$ cat src/hw/auto_low_limit_adjust_params.svh
// Register offsets, field positions, reset values and timing counts
`ifndef AUTO_LOW_LIMIT_ADJUST_PARAMS_SVH
`define AUTO_LOW_LIMIT_ADJUST_PARAMS_SVH

// Word indices (printed offsets are indices; byte address is four times)
`define ZONE1_TOP_TEMP_IDX        8'hae
`define ZONE3_TOP_TEMP_IDX        8'haf
`define ZONE2_TOP_TEMP_IDX        8'hb3
`define REMOTE_STEP_IDX           8'hb4
`define AMBIENT_STEP_DELAY_IDX    8'hb5
`define REMOTE_DELAY_IDX          8'hb6
`define ADJUST_ENABLE_IDX         8'hb7
`define TOP_STATUS_IDX            8'hb8
`define RESERVED_CONFIG_A_IDX     8'hba
`define RESERVED_READONLY_B_IDX   8'hbb
`define LOW_LIMIT_Z1_IDX          8'hc0
`define LOW_LIMIT_Z2_IDX          8'hc1
`define LOW_LIMIT_Z3_IDX          8'hc2
`define CONTROL_IDX               8'hc3
`define IRQ_MASK_IDX              8'hc4

// Reset values
`define TOP_TEMP_RESET            8'h2d
`define ADJ_REG_RESET             8'h00
`define STATUS_RESET              8'h00
`define RESERVED_A_RESET          8'h03
`define RESERVED_B_RESET          8'h00
`define LOW_LIMIT_RESET           8'h00

// Field positions
`define Z1_FIELD_LSB              6
`define Z3_FIELD_LSB              4
`define Z2_STEP_LSB               4
`define Z2_DELAY_LSB              0
`define EN_Z3_BIT                 3
`define EN_Z1_BIT                 2
`define EN_Z2_BIT                 1
`define TOP_INT_EN_BIT            0
`define ST_Z3_BIT                 2
`define ST_Z1_BIT                 1
`define ST_Z2_BIT                 0
`define ADJ_ENABLE_MASK           8'h0f
`define STATUS_MASK               8'h07
`define STEP_FIELD_MASK           8'hf0
`define AMB_FIELD_MASK            8'h33

// Timing
// 64-bit so that one minute of cycles does not overflow
`define CLK_FREQ_HZ               64'h0000_0000_0773_5940
`define MINUTE_S                  64'h0000_0000_0000_003c
`define MINUTE_CYCLES             (`CLK_FREQ_HZ * `MINUTE_S)
`define LOW_TEMP_FLOOR            8'h80

`endif

$ cat src/hw/auto_low_limit_adjust_pkg.sv
// Types shared by the automatic low-limit adjust block
package auto_low_limit_adjust_pkg;

  typedef logic [7:0] temp_t;

  // One zone's working configuration
  typedef struct packed {
    logic       adjust_on;
    logic [1:0] step_code;
    logic [1:0] delay_code;
    temp_t      top_temp;
  } zone_cfg_s;

  // Per-zone adjust sequencer
  typedef enum logic [2:0] {
    ST_WATCH = 3'b001,
    ST_APPLY = 3'b010,
    ST_HOLD  = 3'b100
  } adj_state_e;

endpackage : auto_low_limit_adjust_pkg

$ cat src/hw/zone_adjuster.sv
// One zone's compare, step and hold-off sequencer
`timescale 1ns/100ps
`default_nettype none
`include "auto_low_limit_adjust_params.svh"

module zone_adjuster #(
  parameter longint unsigned MINUTE_CYCLES = `MINUTE_CYCLES
) (
  input  wire logic                                 clk,
  input  wire logic                                 rst_n,
  input  wire logic                                 pg_rise,
  input  wire auto_low_limit_adjust_pkg::zone_cfg_s cfg,
  input  wire auto_low_limit_adjust_pkg::temp_t     reading,
  input  wire logic                                 sw_wr,
  input  wire auto_low_limit_adjust_pkg::temp_t     sw_data,
  output logic                                      exceeded,
  output auto_low_limit_adjust_pkg::temp_t          low_limit
);

  auto_low_limit_adjust_pkg::adj_state_e state_reg;
  logic [32:0] minute_cnt_reg; // A full minute at 125 MHz needs 33 bits
  logic [2:0]  minutes_reg;

  // Step decode: 2, 4, 6 or 8 degrees
  function automatic logic [7:0] step_deg(input logic [1:0] code);
    step_deg = {5'b0_0000, code, 1'b0} + 8'h02;
  endfunction : step_deg

  // Signed floor clamped subtraction
  function automatic logic [7:0] clamp_sub(input logic [7:0] v, input logic [7:0] d);
    logic signed [8:0] r;
    r = $signed({v[7], v}) - $signed({1'b0, d});
    if (r < $signed({1'b1, `LOW_TEMP_FLOOR})) begin
      clamp_sub = `LOW_TEMP_FLOOR;
    end else begin
      clamp_sub = r[7:0];
    end
  endfunction : clamp_sub

  // Exceed compare on signed readings
  assign exceeded = ($signed(reading) > $signed(cfg.top_temp));

  // Sequencer
  always_ff @(posedge clk) begin
    if (!rst_n || pg_rise || !cfg.adjust_on) begin
      state_reg <= auto_low_limit_adjust_pkg::ST_WATCH;
    end else begin
      unique case (state_reg)
        auto_low_limit_adjust_pkg::ST_WATCH: begin
          if (exceeded) state_reg <= auto_low_limit_adjust_pkg::ST_APPLY;
        end
        auto_low_limit_adjust_pkg::ST_APPLY: begin
          state_reg <= auto_low_limit_adjust_pkg::ST_HOLD;
        end
        auto_low_limit_adjust_pkg::ST_HOLD: begin
          if (minutes_reg > {1'b0, cfg.delay_code}) begin
            state_reg <= auto_low_limit_adjust_pkg::ST_WATCH;
          end
        end
        default: state_reg <= auto_low_limit_adjust_pkg::ST_WATCH;
      endcase
    end
  end

  // Minute timer for hold-off
  always_ff @(posedge clk) begin
    if (!rst_n || state_reg != auto_low_limit_adjust_pkg::ST_HOLD) begin
      minute_cnt_reg <= 33'h0_0000_0000;
      minutes_reg    <= 3'h0;
    end else if (minute_cnt_reg == 33'(MINUTE_CYCLES - 1)) begin
      minute_cnt_reg <= 33'h0_0000_0000;
      minutes_reg    <= minutes_reg + 3'h1;
    end else begin
      minute_cnt_reg <= minute_cnt_reg + 33'h0_0000_0001;
    end
  end

  // Low limit: software write or automatic step
  always_ff @(posedge clk) begin
    if (!rst_n) begin
      low_limit <= `LOW_LIMIT_RESET;
    end else if (state_reg == auto_low_limit_adjust_pkg::ST_APPLY) begin
      low_limit <= clamp_sub(low_limit, step_deg(cfg.step_code));
    end else if (sw_wr) begin
      low_limit <= sw_data;
    end
  end

endmodule : zone_adjuster
`default_nettype wire

$ cat src/hw/auto_low_limit_adjust.sv
// Automatic low-limit adjust block with APB register slave
`timescale 1ns/100ps
`default_nettype none
`include "auto_low_limit_adjust_params.svh"

module auto_low_limit_adjust #(
  parameter longint unsigned MINUTE_CYCLES = `MINUTE_CYCLES
) (
  input  wire logic                             clk,
  input  wire logic                             rst_n,
  input  wire logic                             psel,
  input  wire logic                             penable,
  input  wire logic                             pwrite,
  input  wire logic [11:0]                      paddr,
  input  wire logic [31:0]                      pwdata,
  output logic      [31:0]                      prdata,
  output logic                                  pready,
  output logic                                  pslverr,
  input  wire auto_low_limit_adjust_pkg::temp_t zone1_reading,
  input  wire auto_low_limit_adjust_pkg::temp_t zone2_reading,
  input  wire auto_low_limit_adjust_pkg::temp_t zone3_reading,
  input  wire logic                             main_power_good,
  input  wire logic                             config_lock,
  input  wire logic                             global_int_en,
  output logic                                  top_irq,
  output logic                                  monitor_irq_pin_n
);

  // ----------------------------------------------------------------
  // Storage
  // ----------------------------------------------------------------
  logic [7:0] top1_reg, top2_reg, top3_reg;
  logic [7:0] step_reg, amb_reg, delay_reg, enable_reg, status_reg;
  logic [7:0] rsvd_a_reg, mask_reg, event_reg;
  logic [2:0] pg_sync_reg;
  logic       pg_rise;
  logic [2:0] exceeded;
  logic [7:0] low1, low2, low3;
  logic [2:0] exc_status;
  logic       wr_en, rd_en, hit;
  logic [7:0] idx;
  logic [7:0] wbyte;
  logic [7:0] rdata;

  // ----------------------------------------------------------------
  // Power-good rise detect (three-stage sync)
  // ----------------------------------------------------------------
  always_ff @(posedge clk) begin
    if (!rst_n) begin
      pg_sync_reg <= 3'b111; // No false rise when the pin is already high
    end else begin
      pg_sync_reg <= {pg_sync_reg[1:0], main_power_good};
    end
  end
  assign pg_rise = pg_sync_reg[1] & ~pg_sync_reg[2];

  // ----------------------------------------------------------------
  // APB decode
  // ----------------------------------------------------------------
  assign pready  = 1'b1;
  assign idx     = paddr[9:2];
  assign wbyte   = pwdata[7:0];
  assign wr_en   = psel & penable & pwrite;
  assign rd_en   = psel & penable & ~pwrite;

  // Address match against map
  always_comb begin
    unique case (idx)
      `ZONE1_TOP_TEMP_IDX, `ZONE3_TOP_TEMP_IDX, `ZONE2_TOP_TEMP_IDX,
      `REMOTE_STEP_IDX, `AMBIENT_STEP_DELAY_IDX, `REMOTE_DELAY_IDX,
      `ADJUST_ENABLE_IDX, `TOP_STATUS_IDX, `RESERVED_CONFIG_A_IDX,
      `RESERVED_READONLY_B_IDX, `LOW_LIMIT_Z1_IDX, `LOW_LIMIT_Z2_IDX,
      `LOW_LIMIT_Z3_IDX, `CONTROL_IDX, `IRQ_MASK_IDX: begin
        hit = (paddr[1:0] == 2'b00) && (paddr[11:10] == 2'b00);
      end
      default: hit = 1'b0;
    endcase
  end
  assign pslverr = psel & penable & ~hit;

  function automatic logic wr_at(input logic [7:0] i);
    wr_at = wr_en & hit & (idx == i);
  endfunction : wr_at

  // ----------------------------------------------------------------
  // Configuration registers, frozen by lock except the reserved register and interrupt mask
  // ----------------------------------------------------------------
  always_ff @(posedge clk) begin
    if (!rst_n || pg_rise) begin
      top1_reg <= `TOP_TEMP_RESET;
      top2_reg <= `TOP_TEMP_RESET;
      top3_reg <= `TOP_TEMP_RESET;
    end else if (!config_lock) begin
      if (wr_at(`ZONE1_TOP_TEMP_IDX)) top1_reg <= wbyte;
      if (wr_at(`ZONE2_TOP_TEMP_IDX)) top2_reg <= wbyte;
      if (wr_at(`ZONE3_TOP_TEMP_IDX)) top3_reg <= wbyte;
    end
  end

  // Step, delay and enable registers
  always_ff @(posedge clk) begin
    if (!rst_n) begin
      step_reg   <= `ADJ_REG_RESET;
      amb_reg    <= `ADJ_REG_RESET;
      delay_reg  <= `ADJ_REG_RESET;
      enable_reg <= `ADJ_REG_RESET;
    end else if (!config_lock) begin
      if (wr_at(`REMOTE_STEP_IDX))        step_reg   <= wbyte & `STEP_FIELD_MASK;
      if (wr_at(`AMBIENT_STEP_DELAY_IDX)) amb_reg    <= wbyte & `AMB_FIELD_MASK;
      if (wr_at(`REMOTE_DELAY_IDX))       delay_reg  <= wbyte & `STEP_FIELD_MASK;
      if (wr_at(`ADJUST_ENABLE_IDX))      enable_reg <= wbyte & `ADJ_ENABLE_MASK;
    end
  end

  // Reserved writable register and interrupt mask
  always_ff @(posedge clk) begin
    if (!rst_n) begin
      rsvd_a_reg <= `RESERVED_A_RESET;
      mask_reg   <= `STATUS_RESET;
    end else begin
      if (wr_at(`RESERVED_CONFIG_A_IDX)) rsvd_a_reg <= wbyte;
      if (wr_at(`IRQ_MASK_IDX))          mask_reg   <= wbyte & `STATUS_MASK;
    end
  end

  // ----------------------------------------------------------------
  // Zone instances, fixed sensor mapping
  // ----------------------------------------------------------------
  auto_low_limit_adjust_pkg::zone_cfg_s cfg1, cfg2, cfg3;
  assign cfg1 = '{adjust_on: enable_reg[`EN_Z1_BIT],
                  step_code: step_reg[`Z1_FIELD_LSB +: 2],
                  delay_code: delay_reg[`Z1_FIELD_LSB +: 2],
                  top_temp: top1_reg};
  assign cfg2 = '{adjust_on: enable_reg[`EN_Z2_BIT],
                  step_code: amb_reg[`Z2_STEP_LSB +: 2],
                  delay_code: amb_reg[`Z2_DELAY_LSB +: 2],
                  top_temp: top2_reg};
  assign cfg3 = '{adjust_on: enable_reg[`EN_Z3_BIT],
                  step_code: step_reg[`Z3_FIELD_LSB +: 2],
                  delay_code: delay_reg[`Z3_FIELD_LSB +: 2],
                  top_temp: top3_reg};

  zone_adjuster #(.MINUTE_CYCLES(MINUTE_CYCLES)) u_zone1 (
    .clk       (clk),
    .rst_n     (rst_n),
    .pg_rise   (pg_rise),
    .cfg       (cfg1),
    .reading   (zone1_reading),
    .sw_wr     (wr_at(`LOW_LIMIT_Z1_IDX)),
    .sw_data   (wbyte),
    .exceeded  (exceeded[0]),
    .low_limit (low1)
  );
  zone_adjuster #(.MINUTE_CYCLES(MINUTE_CYCLES)) u_zone2 (
    .clk       (clk),
    .rst_n     (rst_n),
    .pg_rise   (pg_rise),
    .cfg       (cfg2),
    .reading   (zone2_reading),
    .sw_wr     (wr_at(`LOW_LIMIT_Z2_IDX)),
    .sw_data   (wbyte),
    .exceeded  (exceeded[1]),
    .low_limit (low2)
  );
  zone_adjuster #(.MINUTE_CYCLES(MINUTE_CYCLES)) u_zone3 (
    .clk       (clk),
    .rst_n     (rst_n),
    .pg_rise   (pg_rise),
    .cfg       (cfg3),
    .reading   (zone3_reading),
    .sw_wr     (wr_at(`LOW_LIMIT_Z3_IDX)),
    .sw_data   (wbyte),
    .exceeded  (exceeded[2]),
    .low_limit (low3)
  );

  // ----------------------------------------------------------------
  // Top-exceeded status
  // ----------------------------------------------------------------
  // Exceed vector in status bit order
  assign exc_status = {exceeded[2], exceeded[0], exceeded[1]};

  // Set wins; write-one clears only an inactive zone
  always_ff @(posedge clk) begin
    if (!rst_n || pg_rise) begin
      status_reg <= `STATUS_RESET;
    end else if (wr_at(`TOP_STATUS_IDX)) begin
      status_reg <= {5'b0_0000, (status_reg[2:0] & ~(wbyte[2:0] & ~exc_status))
                    | exc_status};
    end else begin
      status_reg <= {5'b0_0000, status_reg[2:0] | exc_status};
    end
  end

  // Sticky event bits, cleared by read
  always_ff @(posedge clk) begin
    if (!rst_n) begin
      event_reg <= `STATUS_RESET;
    end else if (rd_en && hit && idx == `CONTROL_IDX) begin
      event_reg <= {5'b0_0000, exc_status & ~status_reg[2:0]};
    end else begin
      event_reg <= event_reg | {5'b0_0000, exc_status & ~status_reg[2:0]};
    end
  end

  // Interrupt outputs
  always_ff @(posedge clk) begin
    if (!rst_n) begin
      top_irq           <= 1'b0;
      monitor_irq_pin_n <= 1'b1;
    end else begin
      top_irq           <= (|status_reg[2:0]) & enable_reg[`TOP_INT_EN_BIT]
                           | (|(event_reg & mask_reg));
      monitor_irq_pin_n <= ~(((|status_reg[2:0]) & enable_reg[`TOP_INT_EN_BIT]
                           | (|(event_reg & mask_reg))) & global_int_en);
    end
  end

  // ----------------------------------------------------------------
  // Read mux
  // ----------------------------------------------------------------
  always_comb begin
    unique case (idx)
      `ZONE1_TOP_TEMP_IDX:      rdata = top1_reg;
      `ZONE3_TOP_TEMP_IDX:      rdata = top3_reg;
      `ZONE2_TOP_TEMP_IDX:      rdata = top2_reg;
      `REMOTE_STEP_IDX:         rdata = step_reg;
      `AMBIENT_STEP_DELAY_IDX:  rdata = amb_reg;
      `REMOTE_DELAY_IDX:        rdata = delay_reg;
      `ADJUST_ENABLE_IDX:       rdata = enable_reg;
      `TOP_STATUS_IDX:          rdata = status_reg;
      `RESERVED_CONFIG_A_IDX:   rdata = rsvd_a_reg;
      `RESERVED_READONLY_B_IDX: rdata = `RESERVED_B_RESET;
      `LOW_LIMIT_Z1_IDX:        rdata = low1;
      `LOW_LIMIT_Z2_IDX:        rdata = low2;
      `LOW_LIMIT_Z3_IDX:        rdata = low3;
      `CONTROL_IDX:             rdata = event_reg;
      `IRQ_MASK_IDX:            rdata = mask_reg;
      default:                  rdata = 8'h00;
    endcase
  end

  // Read data register, updated in the setup phase of a read
  always_ff @(posedge clk) begin
    if (!rst_n) begin
      prdata <= 32'h0000_0000;
    end else if (psel && !penable && !pwrite) begin
      prdata <= {24'h00_0000, hit ? rdata : 8'h00};
    end
  end

endmodule : auto_low_limit_adjust
`default_nettype wire

$ cat config.mk
export PLATFORM = sky130hd
export DESIGN_NAME = auto_low_limit_adjust
export DESIGN_NICKNAME = d
export VERILOG_FILES = /design/src/hw/auto_low_limit_adjust_pkg.sv /design/src/hw/zone_adjuster.sv /design/src/hw/auto_low_limit_adjust.sv
export VERILOG_INCLUDE_DIRS = /design/src /design/src/hw
export SDC_FILE = /design/constraint.sdc
export NUM_CORES = 1
export LEC_CHECK = 0
export ABC_AREA = 1
export BUFFER_PORTS_ARGS = -buffer_cell sky130_fd_sc_hd__clkbuf_2
export CAP_MARGIN = 20
export CORE_UTILIZATION = 60
export CTS_BUF_LIST = sky130_fd_sc_hd__clkbuf_8
export DETAILED_ROUTE_END_ITERATION = 10
export GPL_TIMING_DRIVEN = 0
export PLACE_DENSITY = 0.81
export RECOVER_POWER = 25
export SETUP_SLACK_MARGIN = 0.02
export SYNTH_ARGS = -nofsm -noshare
export SYNTH_HDL_FRONTEND = slang
export SYNTH_SLANG_ARGS = --single-unit
$ cat constraint.sdc
create_clock -name clk -period 3.6 [get_ports clk]
set_input_delay 0.36 -clock clk [delete_from_list [all_inputs] [get_ports clk]]
set_output_delay 0.36 -clock clk [all_outputs]
set_load 0.01 [all_outputs]
# Word level (Yosys, flattened, before mapping)
# Cells that the tools add are included.
# totals
latch_bits	0
wordCells	186
mem_count	0
out_inout_bits	36
rom_bits	0
ff_bits	221
ramBits	0
# op_classes
bitwise	38
n_reduce_logical	40
eq_ne	36
muxes	23
shift	0
div_mod_pow	0
n_lt_le_gt_ge	9
addsub	12
n_mul	0
# op_table
op	count
8-bit equality test (second input constant)	15
8-bit case mux with 14 select lines	1
33-bit by 1-bit adder with 33-bit output (second input constant)	3
33-bit equality test (second input constant)	3
8-bit 2-to-1 mux	10
9-bit by 8-bit less-than comparator with 1-bit output (second input constant)	3
3-bit case mux with 3 select lines	3
8-bit by 5-bit subtractor with 9-bit output	3
8-bit > comparator	3
3-bit 2-to-1 mux	8
1-bit AND	21
2-bit AND reduction	10
15-bit OR reduction	1
3-bit by 2-bit adder with 4-bit output (second input constant)	3
2-bit by 1-bit != test with 1-bit output (second input constant)	6
3-bit by 1-bit adder with 3-bit output (second input constant)	3
3-bit AND	3
3-bit by 1-bit equality test with 1-bit output (second input constant)	3
3-bit by 2-bit equality test with 1-bit output (second input constant)	3
3-bit equality test (second input constant)	3
3-bit by 2-bit > comparator with 1-bit output	3
3-bit != test (second input constant)	3
3-bit NOT	3
8-bit by 3-bit AND with 8-bit output	1
13 further kinds	40

# Logic depth before layout (Yosys ltp)
# Gate-level depths: netlist (run 1).
# depth
ltp_word	7
ltp_mapped	16

# By module
# A second synthesis (run 1) with hierarchy kept.
# hier_totals
hier_cells	1925
hier_area_um2	12817.3
# by_module_without_submodules
mod	n_inst	cells_each	seq_area_each_um2	area_each_um2
auto_low_limit_adjust	1	598	1401.3	3809.9
zone_adjuster (u_zone3)	1	450	940.9	3052.9
zone_adjuster (u_zone2)	1	437	940.9	2999.1
zone_adjuster (u_zone1)	1	440	940.9	2955.3

# Worst setup path after synthesis (run 1)
# Ideal clock, no wire load.
# synth_path
path_type	reg-to-reg
startpoint	reg step_reg[6]
endpoint	reg u_zone1.low_limit[6]
t_required_ns	3.484
stages_incl_launch_ff	12
arrival_time_ns	1.854
slack_ns	1.630
synth_period_minus_slack_ns	1.970
path_cell_list	dfxtp_1 ha_1 inv_1 ha_1 nand3_1 nand2_1 nor4_1 nand3_1 nand2_1 o21ai_0 nor2_1 nor2_1
# synth_between
elab_chain_len	5
# synth_rtl
element	line_no	source
from (decl)	auto_low_limit_adjust.sv:33	logic [7:0] step_reg, amb_reg, delay_reg, enable_reg, status_reg;
from (signal assigned)	auto_low_limit_adjust.sv:103	step_reg <= `ADJ_REG_RESET;
from (signal assigned)	auto_low_limit_adjust.sv:108	if (wr_at(`REMOTE_STEP_IDX)) step_reg <= wbyte & `STEP_FIELD_MASK;
3-bit by 2-bit adder with 4-bit output (*)	zone_adjuster.sv:26	step_deg = {5'b0_0000, code, 1'b0} + 8'h02;
8-bit by 5-bit subtractor with 9-bit output (*)	zone_adjuster.sv:32	r = $signed({v[7], v}) - $signed({1'b0, d});
9-bit by 8-bit less-than comparator with 1-bit output	zone_adjuster.sv:33	if (r < $signed({1'b1, `LOW_TEMP_FLOOR})) begin
8-bit 2-to-1 mux (*)	zone_adjuster.sv:33	
8-bit 2-to-1 mux (*)	zone_adjuster.sv:82	end else if (state_reg == auto_low_limit_adjust_pkg::ST_APPLY) begin
to (signal assigned)	zone_adjuster.sv:81	low_limit <= `LOW_LIMIT_RESET;
to (signal assigned)	zone_adjuster.sv:83	low_limit <= clamp_sub(low_limit, step_deg(cfg.step_code));
to (signal assigned)	zone_adjuster.sv:85	low_limit <= sw_data;
to (decl)	zone_adjuster.sv:17	output auto_low_limit_adjust_pkg::temp_t low_limit
# Every way passes the cells marked *; elsewhere a longest branch is shown, timed or not.
# A chain may end at the register's enable or synchronous reset.

# Final worst setup path (run 1)
# layout_path
startpoint	in paddr[2]
endpoint	reg top3_reg[5]
# layout_between
elab_chain_len	6
word_cells_on_any_way	20
# layout_rtl
element	line_no	source
from (decl)	auto_low_limit_adjust.sv:14	input wire logic [11:0] paddr,
8-bit equality test (on tied branches)	auto_low_limit_adjust.sv:68, auto_low_limit_adjust.sv:82	
15-bit OR reduction	auto_low_limit_adjust.sv:68	unique case (idx)
1-bit 2-to-1 mux	auto_low_limit_adjust.sv:68	
1-bit AND	auto_low_limit_adjust.sv:82	wr_at = wr_en & hit & (idx == i);
1-bit AND (*)	auto_low_limit_adjust.sv:82	
2-bit AND reduction (no source line) (*)	n/a	
to (signal assigned)	auto_low_limit_adjust.sv:92	top3_reg <= `TOP_TEMP_RESET;
to (signal assigned)	auto_low_limit_adjust.sv:96	if (wr_at(`ZONE3_TOP_TEMP_IDX)) top3_reg <= wbyte;
to (decl)	auto_low_limit_adjust.sv:32	logic [7:0] top1_reg, top2_reg, top3_reg;
# Marked as above.

==> results of run 1 <==
-- worst max-delay path: stages --
cell,delay (ps)
sky130_fd_sc_hd__clkbuf_1,110
sky130_fd_sc_hd__inv_1,60
sky130_fd_sc_hd__nand2_1,150
sky130_fd_sc_hd__nor2_1,330
sky130_fd_sc_hd__nand2_1,210
sky130_fd_sc_hd__nand2_1,110
sky130_fd_sc_hd__nor2_1,40
sky130_fd_sc_hd__nand3_1,220
sky130_fd_sc_hd__nand3_1,390
sky130_fd_sc_hd__nor2_1,620
sky130_fd_sc_hd__nand2_1,210
sky130_fd_sc_hd__buf_2,240
sky130_fd_sc_hd__nand2_1,70
sky130_fd_sc_hd__o211ai_1,80
-- synthesized netlist by cell type, types with 2 or more instances --
| library cell | n |
|---|---|
| sky130_fd_sc_hd__nand4_1 | 29 |
| sky130_fd_sc_hd__fa_1 | 3 |
| sky130_fd_sc_hd__nand3b_1 | 4 |
| sky130_fd_sc_hd__nor2_2 | 2 |
| sky130_fd_sc_hd__dfxtp_1 | 211 |
| sky130_fd_sc_hd__o211ai_1 | 13 |
| sky130_fd_sc_hd__o21ai_1 | 2 |
| sky130_fd_sc_hd__buf_2 | 7 |
| sky130_fd_sc_hd__nor3b_1 | 11 |
| sky130_fd_sc_hd__nor4_1 | 14 |
| sky130_fd_sc_hd__a31oi_1 | 4 |
| sky130_fd_sc_hd__nand3_1 | 87 |
| sky130_fd_sc_hd__nor3_1 | 60 |
| sky130_fd_sc_hd__o31ai_1 | 2 |
| sky130_fd_sc_hd__clkinv_1 | 3 |
| sky130_fd_sc_hd__or2_2 | 7 |
| sky130_fd_sc_hd__buf_1 | 2 |
| sky130_fd_sc_hd__conb_1 | 2 |
| sky130_fd_sc_hd__nand2_2 | 3 |
| sky130_fd_sc_hd__xor2_1 | 21 |
| sky130_fd_sc_hd__inv_1 | 246 |
| sky130_fd_sc_hd__nor2_4 | 3 |
| sky130_fd_sc_hd__and3_1 | 2 |
| sky130_fd_sc_hd__nand2_1 | 277 |
| sky130_fd_sc_hd__ha_1 | 48 |
| sky130_fd_sc_hd__clkbuf_1 | 14 |
| sky130_fd_sc_hd__o21ai_0 | 117 |
| sky130_fd_sc_hd__a21oi_1 | 111 |
| sky130_fd_sc_hd__xnor2_1 | 6 |
| sky130_fd_sc_hd__o21a_1 | 8 |
| sky130_fd_sc_hd__nor2_1 | 291 |
| sky130_fd_sc_hd__or3_1 | 2 |
| sky130_fd_sc_hd__buf_4 | 25 |
| sky130_fd_sc_hd__a211oi_1 | 2 |
| sky130_fd_sc_hd__o22ai_1 | 33 |
-- metal layers --
metal / vias up / wire length, um
li1: 5722 / -
met1: 5101 / 13300
met2: 421 / 13300
met3: 82 / 2460
met4: 0 / 996
met5: - / 0
-- power groups by stage --
stage	registers (mW)	clock network, mW	logic [mW]
final	2.35	2.22	0.224
after global placement	2.40	0	0.214
after global routing	2.35	2.36	0.245
after detailed placement	2.40	0	0.218
after CTS	2.35	2.25	0.220
after floorplan	2.40	0	0.133
-- stage by stage --
step / total power, mW / instance area (um^2)
4_1_cts: 4.82 / 12900
2_1_floorplan: 2.53 / 11500
3_5_place_dp: 2.62 / 12100
5_1_grt: 4.95 / 12800
6_report: 4.79 / 12800
3_3_place_gp: 2.61 / 12100
-- cell families after synthesis --
group                    Yosys count  share of synthesized area [%]
AO/OA/AOI/OAI                    298                           14.2
XOR/XNOR                          27                           2.07
adder cells (fa/ha/maj)           51                           5.78
buffers and inverters            299                           10.7
flip-flops                       211                           37.0
other                              2                         0.0657
AND/OR/NAND/NOR                  798                           30.2
-- layout make-up --
class | instances | area [um^2]
flip-flops and latches | 211 | 4220
well taps | 234 | 293
plain buffers | 49 | 287
fillers | 1702 | 5900
clock buffers | 50 | 688
multi-input cells | 1199 | 6030
clock inverters | 11 | 48.8
repair buffers | 62 | 300
inverters | 250 | 938
-- how the worst max path moves through the flow --
stage	startpoint	endpoint	slack [ps]	depth (start not counted)
5_1_grt	paddr[2]	top2_reg[0]$_SDFFE_PP1P_	600	14
6_report	paddr[2]	top3_reg[5]$_SDFFE_PP1P_	780	14
2_1_floorplan	step_reg[6]$_SDFFE_PN0P_	u_zone1.low_limit[6]$_SDFFE_PN0P_	1630	11
4_1_cts	u_zone2.minute_cnt_reg[0]$_SDFF_PP0_	u_zone2.minute_cnt_reg[5]$_SDFF_PP0_	1110	11
3_3_place_gp	paddr[6]	top3_reg[3]$_SDFFE_PP1P_	1120	14
3_5_place_dp	u_zone2.minute_cnt_reg[0]$_SDFF_PP0_	u_zone2.minute_cnt_reg[5]$_SDFF_PP0_	1110	11
-- timing repair --
action                                 4_1_cts  5_1_grt
setup endpoints to repair                    0        0
endpoints found under the hold margin        1        0
hold buffers                                 1        0
==> metrics, run 1 <==
run status finished, final reports clean; number of enable flip-flop cells after synthesis 0; insertion delay to the later sink of the worst-skew pair 540 ps; placeable core area ~0.019 mm^2; most common cell after layout, fill and taps aside sky130_fd_sc_hd__nor2_1; Non-Filler Instances roughly 2100; Die X around 140 um; sequential power share between 40% and 50%; number of vias per cell after detailed routing 5.48; relative slew slack a little under half; Die Y-Extent around 140 um; DRC violation total after the first TritonRoute iteration between 900 and 1000; largest area contributor in the netlist sky130_fd_sc_hd__dfxtp_1; clock tree root buffer cell sky130_fd_sc_hd__clkbuf_8; number of cells on the worst reg-to-reg path 11; Clock transition at path regs 60 ps; number of buffers added by the clock tree synthesis step 37; met1 usage in global routing between 40% and 50%; synthesized instance count around 1700; startpoint of the most critical hold path main_power_good; number of failing hold endpoints at the final stage 0; remaining number of nets flagged by the antenna check after routing 0; Post-synth top flop sky130_fd_sc_hd__dfxtp_1; detail-routed net length per standard cell between 10 and 15 um; post-placement worst setup slack around 1100 ps; Max clock buf depth 3; Int Power ~3.7 mW; DP Wirelength roughly 23 mm; die outline area about 0.020 mm^2; pin count of the biggest net entering global routing 11; Critical Path End Type flop; biggest area contributors in the synthesized netlist sky130_fd_sc_hd__dfxtp_1, sky130_fd_sc_hd__nor2_1, sky130_fd_sc_hd__nand2_1, sky130_fd_sc_hd__inv_1, sky130_fd_sc_hd__ha_1; M3 GR Usage a little under 6%; nets 1937; clock share of power a little under half; class of the tightest hold or removal check in2reg; Final Critical Period between 2000 and 3000 ps; Comb pwr share ~4.7%; number of warnings issued by yosys 0; initial antenna violation count 0; Setup-failing EPs final 0; M2 GR Usage ~50%; CTS sink count between 200 and 250; maximum ir drop on the vdd rail between 300 and 400 uV; Pwr Density 374 mW/mm^2; # resized after CTS 0; number of unique standard cell types used by synthesis 49; end point of the most critical hold path pg_sync_reg[0]$_SDFF_PN1_; number of synthesized register bits ~210; global-route wire length before repair between 40 and 50 mm; number of core rows 50; number of antenna diodes 0; number of setup buffers added after CTS 0; vias about 11000; CTS tree done; GRT Resource Usage Total between 30% and 40%; RD Place Congestion about 1; synthesized area per cell roughly 6.8 um^2; final WL 30.1 mm; Final Cycle Share between 70% and 80%; number of H-tree levels 2; part of the Yosys area used for sequential elements between 30 and 40%; unrepaired setup endpoints after global routing no; Fin Hold WS between 60 and 70 ps; achievable frequency 355 MHz; starting utilization of the core area between 60% and 70%; Leak Pwr 5.39 nW; Worst Hold Path Cells 2; Slew @ Worst Pin 776 ps; Synth async-reset ratio 0%; CP Data Required Time approximately 4000 ps; number of I/O pins ~110; Slew Limit Fails 0; leading cell types in the layout, fill and taps excluded sky130_fd_sc_hd__nor2_1, sky130_fd_sc_hd__nand2_1, sky130_fd_sc_hd__inv_1, sky130_fd_sc_hd__dfxtp_1, sky130_fd_sc_hd__o21ai_0; grt ovf 0; fraction of final layout cells sized beyond drive strength 1 under 10%; growth of design area from synthesis to finish 12.1%; critical path class in2reg; total negative setup slack 0 ps; worst clock skew on the final layout between 10 and 15 ps; post-layout util 68.5%; DRC violations left 0; largest driver fanout on the critical path 10; Reg2Reg Launch Point step_reg[5]$_SDFFE_PN0P_; arrival time at the worst endpoint between 3000 and 4000 ps; peak-usage layer in the global routing report met2; Sw Pwr 1.14 mW; combined area of all synthesized cells 0.0114 mm^2; slack of the worst reg-to-reg path 1120 ps; type of element launching the critical path input pin; number of global-route vias before repair 10300; number of buffer cells added on primary ports between 60 and 70; area share of the leading cell type in the synthesized netlist 37.0%; switching share of power roughly a quarter; DP Cell Count ~2000; Initial DRT Pass Iterations 6; Reg2Reg Capture Point u_zone3.low_limit[5]$_SDFFE_PN0P_; max capacitance violation total 0; Worst Setup Slack, final about 800 ps
Note: power is estimated with default switching activity, not from simulation.
==> inputs of run 2 (changes only) <==
==> constraint.sdc (replaced) <==
create_clock -name clk -period 2.7 [get_ports clk]
set_input_delay 0.27 -clock clk [delete_from_list [all_inputs] [get_ports clk]]
set_output_delay 0.27 -clock clk [all_outputs]
set_load 0.01 [all_outputs]
==> run 2 against run 1 <==
Compared with the run above: clock power rose by 33%; first-iteration DRC count rose by 8.2%; total power rose by 33%; worst hold slack got worse by 8.2 ps; worst setup slack got worse by 550 ps; die area did not move; cell count barely moved; clock skew fell by 1.1 ps; non-clock buffer count rose by 1.
==> metrics, run 2 (synthesis results as in run 1) <==
run status finished, final reports clean; critical path class reg2reg; DRC violation total after the first TritonRoute iteration 1003 (+8.2%); Slew Limit Fails 0 (unchanged); DRC violations left 0 (unchanged); amount of wire on met2 after detailed routing 13.4 mm (+1.1%); CP Data Required Time 3130 ps (-870 ps); number of H-tree levels 2 (unchanged); pin count of the biggest net entering global routing 11 (unchanged); arrival time at the worst endpoint 2900 ps (-320 ps); RD Place Congestion 0.977 (unchanged); Worst Hold Path Cells 3 (+1); slack of the worst reg-to-reg path 230 ps (-890 ps); initial antenna violation count 0 (unchanged); GRT Resource Usage Total 31.2% (about the same); Int Power 4.87 mW (+33%); placeable core area 0.0187 mm^2 (unchanged); nets 1938 (+0.052%); die outline area 0.0196 mm^2 (unchanged); Slew @ Worst Pin 800 ps (+24.2 ps); max capacitance violation total 0 (unchanged); top routing layer in use met4; relative slew slack 46.2% (-1.7 points); DP Wirelength 22.7 mm (unchanged); post-layout util 68.6% (+0.17 points); Critical Path End Type flop; Die Y-Extent 140 um (unchanged); most common cell after layout, fill and taps aside sky130_fd_sc_hd__nor2_1; CP peak stage delay 440 ps (-180 ps); number of cells on the worst reg-to-reg path 11 (unchanged); total negative setup slack 0 ps (unchanged); number of global-route vias before repair 10300 (-0.0097%); global-route wire length before repair 49.2 mm (about the same); achievable frequency just over 400 MHz; type of element launching the critical path flop; growth of design area from synthesis to finish 12.4%; starting utilization of the core area 61.1% (unchanged); Final Cycle Share between 90% and 100%; number of antenna diodes 0 (unchanged); number of buffer cells added on primary ports 61 (unchanged); total of fill cells in the finished design 1696 (-0.35%); class of the tightest hold or removal check in2reg; insertion delay to the later sink of the worst-skew pair 540 ps (about the same); Initial DRT Pass Iterations 5 (-1); maximum ir drop on the vdd rail 517 uV (+34%); CTS sink count 211 (unchanged); clock share of power 46.2% (about the same); Reg2Reg Capture Point u_zone3.low_limit[5]$_SDFFE_PN0P_; Pwr Density 497 mW/mm^2 (+33%); number of setup buffers added after CTS 0 (unchanged); clock tree root buffer cell sky130_fd_sc_hd__clkbuf_8; worst clock skew on the final layout 13.5 ps (-1.09 ps); number of vias per cell after detailed routing 5.51 (+0.46%); detail-routed net length per standard cell 14.5 um (about the same); end point of the most critical hold path enable_reg[2]$_SDFFE_PN0P_; switching share of power 23.7% (-0.067 points); largest driver fanout on the critical path 7 (-3); startpoint of the most critical hold path pwdata[2]; met3 WL post-DR 2.58 mm (+5.0%); final WL 30.1 mm (about the same); number of failing hold endpoints at the final stage 0 (unchanged); Max clock buf depth 3 (unchanged); Setup-failing EPs final 0 (unchanged); overall power 6.38 mW (+33%); Leak Pwr 5.40 nW (+0.19%); detailed-route wire length on metal 1 13.1 mm (-1.7%); grt ovf 0 (unchanged); Reg2Reg Launch Point step_reg[5]$_SDFFE_PN0P_; leading cell types in the layout, fill and taps excluded sky130_fd_sc_hd__nor2_1, sky130_fd_sc_hd__nand2_1, sky130_fd_sc_hd__inv_1, sky130_fd_sc_hd__dfxtp_1, sky130_fd_sc_hd__o21ai_0; Die X 140 um (unchanged); number of buffers added by the clock tree synthesis step 37 (unchanged); CTS tree done; CP Buf/Inv Count 1 (-2); number of core rows 50 (unchanged); cells traversed along the worst timing path ha_1 -> inv_1 -> ha_1 -> a21oi_1 -> nand2_1 -> nor4_1 -> nand3_1 -> nand2_1 -> o22ai_1 -> nor2_1 -> nor2_1; Final Critical Period approximately 2500 ps; vias 11400 (+0.51%); sequential power share 49.1% (about the same); Clock transition at path regs 60 ps (about the same); Worst Setup Slack, final 228 ps (-551 ps); post-placement worst setup slack 214 ps (-900 ps); kind of cell adding the most delay to the critical path simple AND/OR/NAND/NOR gates; remaining number of nets flagged by the antenna check after routing 0 (unchanged); Comb pwr share 4.7% (about the same); fraction of final layout cells sized beyond drive strength 1 8.46% (+0.27 points); worst-path cell with the longest stage delay sky130_fd_sc_hd__dfxtp_1; number of I/O pins 112 (unchanged); Sw Pwr 1.51 mW (+33%); unrepaired setup endpoints after global routing no
## run 2: changes by cell type in the layout (fill, tap and decap cells not counted), sizes merged
cell         change
clkinv           -1
dlygate4sd3      +1
inv              +1
## run 2: worst reg2reg max path: stages, from the launching register on
cell and delay [ps]:
sky130_fd_sc_hd__dfxtp_1 440, sky130_fd_sc_hd__ha_1 180, sky130_fd_sc_hd__inv_1 50, sky130_fd_sc_hd__ha_1 330, sky130_fd_sc_hd__a21oi_1 210, sky130_fd_sc_hd__nand2_1 90
sky130_fd_sc_hd__nor4_1 410, sky130_fd_sc_hd__nand3_1 130, sky130_fd_sc_hd__nand2_1 240, sky130_fd_sc_hd__o22ai_1 120, sky130_fd_sc_hd__nor2_1 120, sky130_fd_sc_hd__nor2_1 50
## run 2: through the flow
step                      hold WS, ps  area, um^2  instances
after floorplan                   339       11500       1709
after CTS                        14.8       12900       2067
after global routing             77.1       12800       2067
final                            57.6       12800       2067
after global placement            399       12100       2004
after detailed placement          404       12100       2004
## run 2: what timing repair did
| action | 4_1_cts | 5_1_grt |
|---|---|---|
| setup endpoints to repair | 0 | 12 |
| gates resized for setup | 0 | 3 |
| endpoints found under the hold margin | 2 | 0 |
| hold buffers | 2 | 0 |
## run 2: worst max path at each step
stage	slack, ps	startpoint	cells after the start	end
after global placement	240	u_zone3.minute_cnt_reg[0]$_SDFF_PP0_	11	u_zone3.minute_cnt_reg[15]$_SDFF_PP0_
after detailed placement	210	u_zone2.minute_cnt_reg[0]$_SDFF_PP0_	11	u_zone2.minute_cnt_reg[5]$_SDFF_PP0_
after global routing	40	paddr[2]	12	pslverr
after floorplan	730	step_reg[6]$_SDFFE_PN0P_	11	u_zone1.low_limit[6]$_SDFFE_PN0P_
final	230	step_reg[5]$_SDFFE_PN0P_	11	u_zone3.low_limit[5]$_SDFFE_PN0P_
after CTS	210	u_zone2.minute_cnt_reg[0]$_SDFF_PP0_	11	u_zone2.minute_cnt_reg[5]$_SDFF_PP0_
## run 2: cell type report
class | count | area, um^2 | share of cell area (%)
Buffer | 49 | 288 | 2.24
Clock buffer | 50 | 688 | 5.36
Clock inverter | 11 | 48.8 | 0.380
Inverter | 250 | 938 | 7.31
Multi-Input combinational cell | 1199 | 6050 | 47.1
Sequential cell | 211 | 4220 | 32.9
Tap cell | 234 | 293 | 2.28
Timing Repair Buffer | 63 | 312 | 2.43
## run 2: metal layers
metal / vias up / GRT usage (%)
met5: - / 0
met4: 0 / 12.6
met3: 75 / 5.91
met2: 472 / 50.2
met1: 5109 / 41.2
li1: 5728 / -
## run 2: power by group through the flow
stage / sequential (mW) / combinational [mW] / clock (mW)
floorplan: 3.20 / 0.178 / 0
global placement: 3.20 / 0.285 / 0
detailed placement: 3.20 / 0.291 / 0
CTS: 3.13 / 0.294 / 3.00
global route: 3.13 / 0.329 / 3.14
finish: 3.13 / 0.301 / 2.95
==> inputs of run 3 (changes only) <==
--- a/config.mk
+++ b/config.mk
@@ -6,7 +6,6 @@
 export SDC_FILE = /design/constraint.sdc
 export NUM_CORES = 1
 export LEC_CHECK = 0
-export ABC_AREA = 1
 export BUFFER_PORTS_ARGS = -buffer_cell sky130_fd_sc_hd__clkbuf_2
 export CAP_MARGIN = 20
 export CORE_UTILIZATION = 60
==> run 3 against run 2 <==
Compared with the run above: die area increased by 0.16%; total power is essentially flat; via count decreased by 6.1%; critical path type is now in2out; largest cell class unchanged.
==> metrics, run 3 <==
biggest area contributors in the synthesized netlist sky130_fd_sc_hd__dfxtp_1, sky130_fd_sc_hd__ha_1, sky130_fd_sc_hd__nor2_1, sky130_fd_sc_hd__xor2_1, sky130_fd_sc_hd__nand2_1; Die X 140 um (about the same); RD Place Congestion 1.02 (+4.0%); starting utilization of the core area 61.2% (+0.10 points); number of I/O pins 112 (unchanged); max capacitance violation total 0 (unchanged); CTS tree done; pin count of the biggest net entering global routing 11 (unchanged); leading post-synthesis cells by instance count sky130_fd_sc_hd__dfxtp_1, sky130_fd_sc_hd__nor2_1, sky130_fd_sc_hd__nand2_1; number of vias per cell after detailed routing 6.11 (+11%); Leak Pwr 4.93 nW (-8.8%); placeable core area 0.0187 mm^2 (unchanged); Max clock buf depth 3 (unchanged); worst clock skew on the final layout 19.1 ps (+5.60 ps); Worst Setup Slack, final 64.5 ps (-164 ps); combined area of all synthesized cells 0.0114 mm^2 (+0.16%); remaining number of nets flagged by the antenna check after routing 0 (unchanged); grt ovf 0 (unchanged); library cell with the highest instance count after synthesis sky130_fd_sc_hd__dfxtp_1; most common cell after layout, fill and taps aside sky130_fd_sc_hd__dfxtp_1; achievable frequency 379 MHz (-6.2%); run status finished, final reports clean; CP Data Required Time 2430 ps (-700 ps); Final Cycle Share 97.6% (+6.1 points); part of the Yosys area used for sequential elements 36.9% (-0.061 points); number of core rows 50 (unchanged); maximum ir drop on the vdd rail 365 uV (-29%); number of unique standard cell types used by synthesis 85 (+73%); Critical Path End Type primary output; die outline area 0.0196 mm^2 (+0.16%); Initial DRT Pass Iterations 6 (+1); overall power 6.38 mW (about the same); DRC violations left 0 (unchanged); Setup-failing EPs final 0 (unchanged); DP Wirelength 23.4 mm (+3.2%); critical path class in2out; synthesized area per cell 8.34 um^2 (+23%); CTS sink count 211 (unchanged); number of H-tree levels 2 (unchanged); Post-synth top flop sky130_fd_sc_hd__dfxtp_1; post-placement worst setup slack -403 ps (-617 ps); slack of the worst reg-to-reg path 90 ps (-140 ps); total negative setup slack 0 ps (unchanged); Clock transition at path regs 60 ps (about the same); synthesized instance count 1373 (-19%); growth of design area from synthesis to finish 12.5%; global-route wire length before repair 51.5 mm (+4.6%); instance area at placement 0.0121 mm^2 (-0.13%); largest driver fanout on the critical path 7 (unchanged); detail-routed net length per standard cell 18.3 um (+26%); Pwr Density 495 mW/mm^2 (-0.38%); Slew Limit Fails 0 (unchanged); number of global-route vias before repair 10000 (-2.8%); area share of the leading cell type in the synthesized netlist 36.9% (-0.061 points); GRT Resource Usage Total 32.9% (+1.7 points); insertion delay to the later sink of the worst-skew pair 530 ps (about the same); largest area contributor in the netlist sky130_fd_sc_hd__dfxtp_1; number of buffers added by the clock tree synthesis step 37 (unchanged); Synth async-reset ratio 0% (unchanged); nets 1622 (-16%); number of enable flip-flop cells after synthesis 0 (unchanged); Slew @ Worst Pin 1090 ps (+289 ps); DRC violation total after the first TritonRoute iteration 805 (-20%); vias 10700 (-6.1%); arrival time at the worst endpoint 2370 ps (-530 ps); leading cell types in the layout, fill and taps excluded sky130_fd_sc_hd__dfxtp_1, sky130_fd_sc_hd__nor2_1, sky130_fd_sc_hd__nand2_1, sky130_fd_sc_hd__nand3_1, sky130_fd_sc_hd__inv_1; initial antenna violation count 0 (unchanged); Final Critical Period 2640 ps (+164 ps); total of fill cells in the finished design 1540 (-9.2%); fraction of final layout cells sized beyond drive strength 1 11.2% (+2.8 points); post-layout util 68.9% (+0.21 points); number of warnings issued by yosys 0 (unchanged); clock tree root buffer cell sky130_fd_sc_hd__clkbuf_8; relative slew slack 26.8% (-19 points); class of the tightest hold or removal check in2reg; number of antenna diodes 0 (unchanged); summed area of non-filler cells in the final layout 0.0129 mm^2 (+0.30%); Die Y-Extent 140 um (about the same); type of element launching the critical path input pin; number of buffer cells added on primary ports 54 (-11%); final WL 32.0 mm (+6.3%); number of failing hold endpoints at the final stage 0 (unchanged); number of synthesized register bits 211 (unchanged)
[run 3: logic make-up after synthesis]
kind of cell	after synthesis	share of synthesized area (%)
buffers and inverters	151	5.88
flip-flops	211	36.9
adder cells (fa/ha/maj)	51	5.77
XOR/XNOR	88	6.73
multiplexers	36	3.26
AO/OA/AOI/OAI	236	14.3
other	2	0.0656
AND/OR/NAND/NOR	598	27.1
[run 3: layout make-up]
class / instances / area (um^2) / share of cell area, %
Multi-Input combinational cell: 1034 / 6650 / 51.6
Sequential cell: 211 / 4230 / 32.8
Clock buffer: 47 / 647 / 5.02
Buffer: 80 / 412 / 3.20
Timing Repair Buffer: 61 / 313 / 2.43
Tap cell: 234 / 293 / 2.27
Inverter: 70 / 263 / 2.04
Clock inverter: 12 / 78.8 / 0.612
[run 3: layer usage]
| metal | vias to the layer above | part of all wire (%) | routed length [um] | track usage (%) |
|---|---|---|---|---|
| met3 | 112 | 7.5 | 2390 | 5.74 |
| li1 | 5118 | - | - | - |
| met1 | 5017 | 43 | 13800 | 43.0 |
| met4 | 0 | 4.9 | 1550 | 17.2 |
| met2 | 441 | 45 | 14300 | 52.1 |
| met5 | - | 0 | 0 | 0 |
[run 3: repair_timing]
action                                  CTS  global route
endpoints found under the setup margin    5            45
setup buffers                             0             5
hold buffers                              2             0
gates resized for setup                   2            11
hold endpoints to repair                  2             0
pin swaps                                 0             2
[run 3: metrics by stage]
stage,hold WS [ps],instances
2_1_floorplan,332,1396
3_3_place_gp,419,1684
3_5_place_dp,425,1684
4_1_cts,77.5,1745
5_1_grt,95.7,1749
6_report,88.1,1749
[run 3: final timing paths]
path,start,end,depth (start not counted)
worst min register to register,pg_sync_reg[0]$_SDFF_PN1_,pg_sync_reg[1]$_SDFF_PN1_,1
worst min-delay path,pwdata[0],mask_reg[0]$_SDFFE_PN0P_,3
worst max register to register,step_reg[4]$_SDFFE_PN0P_,u_zone3.low_limit[4]$_SDFFE_PN0P_,8
worst max-delay path,paddr[6],pslverr,7
[run 3: power by group]
part,total [mW],switching [mW],internal (mW)
Sequential,3.14,0.0106,3.13
Clock,2.92,1.28,1.64
Combinational,0.317,0.208,0.110
Total,6.38,1.50,4.88
[run 3: critical path: stages]
cell and delay, ps:
sky130_fd_sc_hd__clkbuf_1 120, sky130_fd_sc_hd__or4bb_1 620, sky130_fd_sc_hd__nor2_1 660, sky130_fd_sc_hd__or3_1 260, sky130_fd_sc_hd__a211oi_1 70, sky130_fd_sc_hd__o21ba_2 250, sky130_fd_sc_hd__clkbuf_2 120
